<file path="src/bridge_cfg_pkg.sv">
package bridge_cfg_pkg;

  // configuration byte offsets
  localparam logic [7:0] OFS_STATUS_LO   = 8'h06;
  localparam logic [7:0] OFS_STATUS_HI   = 8'h07;
  localparam logic [7:0] OFS_REVISION    = 8'h08;
  localparam logic [7:0] OFS_SUBCLASS    = 8'h0A;
  localparam logic [7:0] OFS_BASE_CLASS  = 8'h0B;
  localparam logic [7:0] OFS_LATENCY     = 8'h0D;
  localparam logic [7:0] OFS_HEADER      = 8'h0E;

  // primary status field positions
  localparam int STS_PARITY_FAULT   = 15;
  localparam int STS_SYS_ERR_SENT   = 14;
  localparam int STS_GOT_INIT_ABORT = 13;
  localparam int STS_GOT_RESP_ABORT = 12;
  localparam int STS_GAVE_ABORT     = 11;
  localparam int STS_DECODE_LSB     = 9;
  localparam int STS_DATA_PARITY    = 8;
  localparam int STS_BACK_TO_BACK   = 7;
  localparam int STS_HIGH_SPEED     = 5;
  localparam int STS_SYS_ERR_BYTE   = 6;  // position inside the upper byte

  // fixed values
  localparam logic [15:0] PRIMARY_STATUS_RESET = 16'h00A0;
  localparam logic [1:0]  DECODE_SPEED_FAST    = 2'h0;
  localparam logic [7:0]  SUBCLASS_VALUE       = 8'h04;
  localparam logic [7:0]  BASE_CLASS_VALUE     = 8'h06;
  localparam logic [7:0]  HEADER_VALUE         = 8'h01;
  localparam int          LATENCY_LSB          = 3;
  localparam int          LATENCY_WIDTH        = 5;
  localparam logic [4:0]  LATENCY_RESET        = 5'h00;
  localparam int          ERR_COND_COUNT       = 4;

  // configuration access request
  typedef struct packed {
    logic       rd;
    logic       wr;
    logic [7:0] addr;
    logic [7:0] wdata;
  } cfg_req_t;

  // configuration read answer
  typedef struct packed {
    logic       rvalid;
    logic [7:0] rdata;
  } cfg_rsp_t;

endpackage

</file>
<file path="src/serr_message_gen.sv">
`timescale 1ns/100ps
module serr_message_gen
  import bridge_cfg_pkg::*;
#(
  parameter int COND_COUNT = ERR_COND_COUNT
) (
  // clock and reset
  input  wire logic                  clock_i,
  input  wire logic                  reset_i,
  // error sources and enables
  input  wire logic [COND_COUNT-1:0] err_event_i,
  input  wire logic [COND_COUNT-1:0] err_cond_enable_i,
  input  wire logic                  system_error_msg_enable_i,
  // message toward the hub link
  output logic                       hub_link_serr_msg_o
);

  typedef struct packed {
    logic msg;
  } gen_state_t;

  gen_state_t                st;
  gen_state_t                next_st;
  logic [COND_COUNT-1:0]     gated;

  // per-condition gating by its own enable
  for (genvar i = 0; i < COND_COUNT; i++) begin : g_gate
    assign gated[i] = err_event_i[i] & err_cond_enable_i[i];
  end

  // message only under the global enable
  always_comb begin
    next_st     = st;
    next_st.msg = system_error_msg_enable_i & (|gated);
  end

  // state register
  always_ff @(posedge clock_i or posedge reset_i) begin
    if (reset_i) begin
      st <= '0;
    end else begin
      st <= next_st;
    end
  end

  assign hub_link_serr_msg_o = st.msg;

  chk_msg_gating: assert property (
    @(posedge clock_i) disable iff (reset_i)
    hub_link_serr_msg_o |->
      $past(system_error_msg_enable_i) && ($past(err_event_i & err_cond_enable_i) != '0))
    else $error("system error message sent without enable");

  chk_msg_follows: assert property (
    @(posedge clock_i) disable iff (reset_i)
    system_error_msg_enable_i && ((err_event_i & err_cond_enable_i) != '0)
      |=> hub_link_serr_msg_o)
    else $error("enabled error condition sent no message");

endmodule

</file>
<file path="src/bridge_config_header_regs.sv">
`timescale 1ns/100ps
module bridge_config_header_regs
  import bridge_cfg_pkg::*;
#(
  parameter int COND_COUNT = ERR_COND_COUNT
) (
  // clock and reset
  input  wire logic                  clock_i,
  input  wire logic                  reset_i,
  // configuration access
  input  wire cfg_req_t              cfg_req_i,
  output cfg_rsp_t                   cfg_rsp_o,
  // revision of the primary host bridge function
  input  wire logic [7:0]            revision_number_i,
  // error sources and enables
  input  wire logic [COND_COUNT-1:0] err_event_i,
  input  wire logic [COND_COUNT-1:0] err_cond_enable_i,
  input  wire logic                  system_error_msg_enable_i,
  // hub link message and status view
  output logic                       hub_link_serr_msg_o,
  output logic                       system_error_sent_flag_o
);

  typedef struct packed {
    logic                     system_error_sent_flag;
    logic [LATENCY_WIDTH-1:0] scratch;
    cfg_rsp_t                 rsp;
  } regs_state_t;

  regs_state_t  st;
  regs_state_t  next_st;
  logic [15:0]  status;
  logic         sse_clear;
  logic [7:0]   read_value;

  // message path toward the hub link
  serr_message_gen #(
    .COND_COUNT(COND_COUNT)
  ) u_serr_gen (
    .clock_i                   (clock_i),
    .reset_i                   (reset_i),
    .err_event_i               (err_event_i),
    .err_cond_enable_i         (err_cond_enable_i),
    .system_error_msg_enable_i (system_error_msg_enable_i),
    .hub_link_serr_msg_o       (hub_link_serr_msg_o)
  );

  // primary status word from constants and the one live flag
  always_comb begin
    status                                  = '0;
    status[STS_PARITY_FAULT]                = 1'b0;
    status[STS_DATA_PARITY]                 = 1'b0;
    status[STS_SYS_ERR_SENT]                = st.system_error_sent_flag;
    status[STS_GOT_INIT_ABORT]              = 1'b0;
    status[STS_GOT_RESP_ABORT]              = 1'b0;
    status[STS_GAVE_ABORT]                  = 1'b0;
    status[STS_DECODE_LSB +: 2]             = DECODE_SPEED_FAST;
    status[STS_BACK_TO_BACK]                = 1'b1;
    status[STS_HIGH_SPEED]                  = 1'b1;
  end

  // read decode, unmapped and reserved read zero
  always_comb begin
    case (cfg_req_i.addr)
      OFS_STATUS_LO:  read_value = status[7:0];
      OFS_STATUS_HI:  read_value = status[15:8];
      OFS_REVISION:   read_value = revision_number_i;
      OFS_SUBCLASS:   read_value = SUBCLASS_VALUE;
      OFS_BASE_CLASS: read_value = BASE_CLASS_VALUE;
      OFS_LATENCY:    read_value = {st.scratch, 3'h0};
      OFS_HEADER:     read_value = HEADER_VALUE;
      default:        read_value = 8'h00;
    endcase
  end

  // write-one-to-clear strobe for the system error flag
  assign sse_clear = cfg_req_i.wr && (cfg_req_i.addr == OFS_STATUS_HI)
                     && cfg_req_i.wdata[STS_SYS_ERR_BYTE];

  // next state: set wins over clear, scratch is the only plain writable field, the flag is write-one-to-clear
  always_comb begin
    next_st            = st;
    next_st.system_error_sent_flag        = (st.system_error_sent_flag & ~sse_clear) | hub_link_serr_msg_o;
    if (cfg_req_i.wr && (cfg_req_i.addr == OFS_LATENCY)) begin
      next_st.scratch  = cfg_req_i.wdata[LATENCY_LSB +: LATENCY_WIDTH];
    end
    next_st.rsp.rvalid = cfg_req_i.rd;
    next_st.rsp.rdata  = cfg_req_i.rd ? read_value : 8'h00;
  end

  // state register, reset clears flag and scratchpad
  always_ff @(posedge clock_i or posedge reset_i) begin
    if (reset_i) begin
      st         <= '0;
      st.scratch <= LATENCY_RESET;
    end else begin
      st <= next_st;
    end
  end

  assign cfg_rsp_o                = st.rsp;
  assign system_error_sent_flag_o = st.system_error_sent_flag;

  // checks
  chk_parity_zero: assert property (
    @(posedge clock_i) disable iff (reset_i)
    cfg_req_i.rd && cfg_req_i.addr == OFS_STATUS_HI
      |=> cfg_rsp_o.rdata[7] == 1'b0 && cfg_rsp_o.rdata[0] == 1'b0)
    else $error("parity flags not zero");

  chk_sse_set: assert property (
    @(posedge clock_i) disable iff (reset_i)
    hub_link_serr_msg_o |=> system_error_sent_flag_o)
    else $error("system error flag not set by message");

  chk_sse_hold: assert property (
    @(posedge clock_i) disable iff (reset_i)
    system_error_sent_flag_o && !sse_clear |=> system_error_sent_flag_o)
    else $error("system error flag lost without clear");

  chk_sse_clear: assert property (
    @(posedge clock_i) disable iff (reset_i)
    sse_clear && !hub_link_serr_msg_o |=> !system_error_sent_flag_o)
    else $error("system error flag not cleared");

  chk_abort_decode: assert property (
    @(posedge clock_i) disable iff (reset_i)
    cfg_req_i.rd && cfg_req_i.addr == OFS_STATUS_HI |=> cfg_rsp_o.rdata[5:1] == 5'h00)
    else $error("abort or decode bits not zero");

  chk_low_caps: assert property (
    @(posedge clock_i) disable iff (reset_i)
    cfg_req_i.rd && cfg_req_i.addr == OFS_STATUS_LO |=> cfg_rsp_o.rdata == 8'hA0)
    else $error("low status byte wrong");

  chk_revision_mirror: assert property (
    @(posedge clock_i) disable iff (reset_i)
    cfg_req_i.rd && cfg_req_i.addr == OFS_REVISION
      |=> cfg_rsp_o.rvalid && cfg_rsp_o.rdata == $past(revision_number_i))
    else $error("revision mismatch");

  chk_class_codes: assert property (
    @(posedge clock_i) disable iff (reset_i)
    cfg_req_i.rd && (cfg_req_i.addr == OFS_SUBCLASS || cfg_req_i.addr == OFS_BASE_CLASS)
      |=> cfg_rsp_o.rdata == (($past(cfg_req_i.addr) == OFS_SUBCLASS) ? 8'h04 : 8'h06))
    else $error("class code wrong");

  chk_scratch_readback: assert property (
    @(posedge clock_i) disable iff (reset_i)
    (cfg_req_i.wr && cfg_req_i.addr == OFS_LATENCY)
      ##1 (cfg_req_i.rd && !cfg_req_i.wr && cfg_req_i.addr == OFS_LATENCY)
      |=> cfg_rsp_o.rdata == ($past(cfg_req_i.wdata, 2) & 8'hF8))
    else $error("scratchpad readback wrong");

  chk_header_type: assert property (
    @(posedge clock_i) disable iff (reset_i)
    cfg_req_i.rd && cfg_req_i.addr == OFS_HEADER |=> cfg_rsp_o.rdata == 8'h01)
    else $error("header type wrong");

  chk_unmapped_zero: assert property (
    @(posedge clock_i) disable iff (reset_i)
    cfg_req_i.rd && cfg_req_i.addr > OFS_HEADER |=> cfg_rsp_o.rdata == 8'h00)
    else $error("unmapped read not zero");

  chk_read_answer: assert property (
    @(posedge clock_i) disable iff (reset_i)
    cfg_req_i.rd |=> cfg_rsp_o.rvalid)
    else $error("read not answered");

  chk_idle_quiet: assert property (
    @(posedge clock_i) disable iff (reset_i)
    !cfg_req_i.rd |=> !cfg_rsp_o.rvalid && cfg_rsp_o.rdata == 8'h00)
    else $error("answer without read");

  chk_latency_reserved: assert property (
    @(posedge clock_i) disable iff (reset_i)
    cfg_req_i.rd && cfg_req_i.addr == OFS_LATENCY |=> cfg_rsp_o.rdata[2:0] == 3'h0)
    else $error("latency reserved bits not zero");

  chk_scratch_hold: assert property (
    @(posedge clock_i) disable iff (reset_i)
    !(cfg_req_i.wr && cfg_req_i.addr == OFS_LATENCY) |=> $stable(st.scratch))
    else $error("scratchpad changed without write");

  chk_sse_needs_msg: assert property (
    @(posedge clock_i) disable iff (reset_i)
    !system_error_sent_flag_o && !hub_link_serr_msg_o |=> !system_error_sent_flag_o)
    else $error("system error flag set without message");

  chk_status_flag_view: assert property (
    @(posedge clock_i) disable iff (reset_i)
    cfg_req_i.rd && cfg_req_i.addr == OFS_STATUS_HI
      |=> cfg_rsp_o.rdata[6] == $past(system_error_sent_flag_o))
    else $error("status read does not show the flag");

  cov_sse_set: cover property (
    @(posedge clock_i) disable iff (reset_i)
    hub_link_serr_msg_o ##1 system_error_sent_flag_o);

  cov_sse_cleared: cover property (
    @(posedge clock_i) disable iff (reset_i)
    system_error_sent_flag_o ##1 !system_error_sent_flag_o);

  cov_set_and_clear: cover property (
    @(posedge clock_i) disable iff (reset_i)
    sse_clear && hub_link_serr_msg_o);

  cov_scratch_read: cover property (
    @(posedge clock_i) disable iff (reset_i)
    cfg_req_i.rd && cfg_req_i.addr == OFS_LATENCY && st.scratch != 5'h00);

  cov_write_then_read: cover property (
    @(posedge clock_i) disable iff (reset_i)
    (cfg_req_i.wr && cfg_req_i.addr == OFS_LATENCY)
      ##1 (cfg_req_i.rd && cfg_req_i.addr == OFS_LATENCY));

endmodule

</file>
<file path="config.mk">
export PLATFORM = sky130hd
export DESIGN_NAME = bridge_config_header_regs
export DESIGN_NICKNAME = d
export VERILOG_FILES = /design/src/bridge_cfg_pkg.sv /design/src/serr_message_gen.sv /design/src/bridge_config_header_regs.sv
export SDC_FILE = /design/constraint.sdc
export NUM_CORES = 1
export LEC_CHECK = 0
export BUFFER_PORTS_ARGS = -buffer_cell sky130_fd_sc_hd__buf_2
export CORE_UTILIZATION = 39
export CTS_CLUSTER_DIAMETER = 120
export DETAILED_ROUTE_END_ITERATION = 12
export PLACE_DENSITY_LB_ADDON = 0.08
export REMOVE_ABC_BUFFERS = 1
export SYNTH_ARGS = -nofsm -noshare
export SYNTH_HDL_FRONTEND = slang
export SYNTH_SLANG_ARGS = --single-unit
</file>
<file path="constraint.sdc">
create_clock -name clock_i -period 0.8 [get_ports clock_i]
set_input_delay 0.04 -clock clock_i [delete_from_list [all_inputs] [get_ports clock_i]]
set_output_delay 0.04 -clock clock_i [all_outputs]
set_load 0.01 [all_outputs]
</file>
==> results.txt <==
Class of the worst hold path: input pin to register
RD Place Congestion: 0.728
WHS: 0.00665 ns
M1 GR Usage: 21.4%
Initial Util: 41.0%
Worst path cell trace: buf_6 -> buf_6
R2R depth: 3
Clock power share: 31.5%
Chip height: 50.0 um
Worst hold path startpoint: revision_number_i[2]
Die area: 2500 sq um
Buf/Inv on CP: 2
Comb power frac: 20.0%
CTS sink count: 16
H-tree Lvls: 1
Root Driver: clkbuf_4
Max frequency: 1050 MHz
Grt total ovfl: 0
Largest net degree at the start of global routing: 17
Register bit total from synthesis: 16
Clk_skew: 0.00616 ns
Worst Path Max Fanout: 2
Failing checks: setup timing
Worst setup path start: system_error_sent_flag_o
Post-layout minimum cycle time: 0.953 ns
DRT Pass-1 Iters: 4
Max-Cap Viols: 0
Clock-pin slew on the worst setup and hold paths: 0.10 ns
Share of cells above drive strength 1: 53.1%
Global-route wire length before repair: 3.45 mm
Outcome: finished, violations left
Post-DP HPWL: 1.57 mm
R2r endpoint: cfg_rsp_o[6]
Hold Fails Final Rpt: 0
Routed Antenna Nets: 0
GR met3 Demand/Resource: 2.78%
Synth Warn #: 0
Ant diodes: 0
Synth Flop Type: dfrtp_1
Final core utilization: 64.2%
Slew Limit Fails: 0
CTS buffer count: 3
Arr. time, crit path: 0.91 ns
Synth area leaders: dfrtp_1, mux2_4, buf_4
Cell Rows: 17
VDD IR max: 1180 uV
Internal power: 1310 uW
Slew margin rel.: 77.1%
Pleak: 0.000697 uW
Avg WL per Cell: 11.8 um
Critical Path Source Type: register
Worst-Skew Late Latency: 0.29 ns
CP peak stage delay: 0.40 ns
CP endpoint: system_error_sent_flag_o
Worst path depth: 2
CTS Buffer Depth: 2
Top cells by count, synth: dfrtp_1, buf_4, mux2_4, nor2_1
Worst-Margin Slew: 0.343 ns
Critical path class: register to output port
CTS tree: done
Initial antenna violation count: 0
Number of synthesized flops with an enable pin: 0
Core area: 2190 sq um
FILL cells: 201
Asr flop ratio synth: 100%
DP Area: 1190 sq um
Chip width: 50.0 um
Final setup violation count: 19
Ports: 48
Cell taking the most area after synthesis: dfrtp_1
Global routing usage on met2: 33.1%
Seq/Total Area, Yosys: 44.6%
Final #Nets: 185
Vias post-DR: 862
Vias in the first global route: 848
R2R setup slack: -0.13 ns
DRC: 0
Worst r2r src: system_error_sent_flag_o
Cell area power density: 1230 nW/um^2
Sw Ratio: 24.2%
RSZ-0062 raised after global routing: yes
PnR worst setup slack: -0.153 ns
Design Area, Final: 1410 sq um
Net Sw Power: 417 uW
Synthesized area: 898 sq um
Worst Path Required: 0.76 ns
Area grow syn2layout: 56.5%
Delay-heaviest family, CP: flip-flops
Crit share post-route: 119%
Worst path slowest cell: dfrtp_1
Yosys cell types: 30
Cell mode on critical path: buf_6
GRT Max-Usage Layer: met2
Seq pwr share: 48.5%
Yosys top cell area share: 44.6%
WL final: 2.06 mm
GRT Util Overall: 18.6%
Number of port buffers: 44
Initial drt markers: 7
Setup tns final: -1.06 ns
Syn Area/Cell: 10.7 sq um
Via-to-Cell Ratio: 4.93
Gate Count Post-Synth: 84
Crit end category: output port
Most common cell in the netlist: dfrtp_1
## cell usage in the layout (no fill, tap or decap), drive strengths merged, types with 4 or more instances in the layout
cell type    Yosys  routed
mux2             5       5
and3b            4       4
dlygate4sd3      0      11
nor2             5       5
nand3            4       4
buf             11      62
dfrtp           16      16
a22oi            4       4
clkbuf           3       4
## metal layers
metal | routed length [um] | up-vias
met2 | 1050 | 32
li1 | - | 423
met1 | 878 | 405
met3 | 107 | 2
met5 | 0 | -
met4 | 21 | 0
## tightest hold or removal path: cells and delay by family
| kind | cells | cell delay (ns) |
|---|---|---|
| buffers and inverters | 1 | 0.07 |
| AOI/OAI and AO/OA | 1 | 0.05 |
| and+or+nand+nor | 1 | 0.09 |
## registers in the layout, indices dropped and copies added, names as in the netlist
register                        count
system_error_sent_flag_o            1
u_serr_gen.hub_link_serr_msg_o      1
cfg_rsp_o                           9
st                                  5
## final cells by class
cell class	count	area [sq um]	share of cell area, %
multi-input cells	52	432	30.7
flip-flops and latches	16	400	28.5
well taps	28	35.0	2.49
inverters	2	7.51	0.534
repair buffers	73	495	35.2
clock buffers	4	36.3	2.58
## worst min-delay path by stage
stage	endpoint	cells after the start
after floorplan	cfg_rsp_o[0]	1
after global placement	cfg_rsp_o[8]	3
after detailed placement	cfg_rsp_o[0]	3
after CTS	u_serr_gen.hub_link_serr_msg_o	2
after global routing	cfg_rsp_o[4]	3
final	cfg_rsp_o[2]	3
## kinds of logic after synthesis
| group | share of synthesized area [%] |
|---|---|
| buffers and inverters | 11.4 |
| AO/OA/AOI/OAI | 13.4 |
| flip-flops | 44.6 |
| AND/OR/NAND/NOR | 22.3 |
| multiplexers | 8.36 |
## power groups by stage
stage,logic (uW),registers [uW],clock network (uW)
final,345,837,545
after global routing,377,840,590
after CTS,328,837,553
after detailed placement,283,853,0
after global placement,277,853,0
after floorplan,93.6,854,0
## per-stage QoR
step / power, uW / setup slack, ns / std cells
finish: 1730 / -0.153 / 175
global route: 1810 / -0.194 / 175
CTS: 1720 / -0.157 / 172
detailed placement: 1140 / -0.429 / 160
global placement: 1130 / -0.416 / 160
floorplan: 948 / -0.524 / 70
## what timing repair did
item,CTS,global route
pin swaps,8,5
hold endpoints to repair,24,2
resized for setup,10,3
hold buffers,9,2
setup buffers,0,1
endpoints found under the setup margin,21,21
Note: power is estimated with default switching activity, not from simulation.
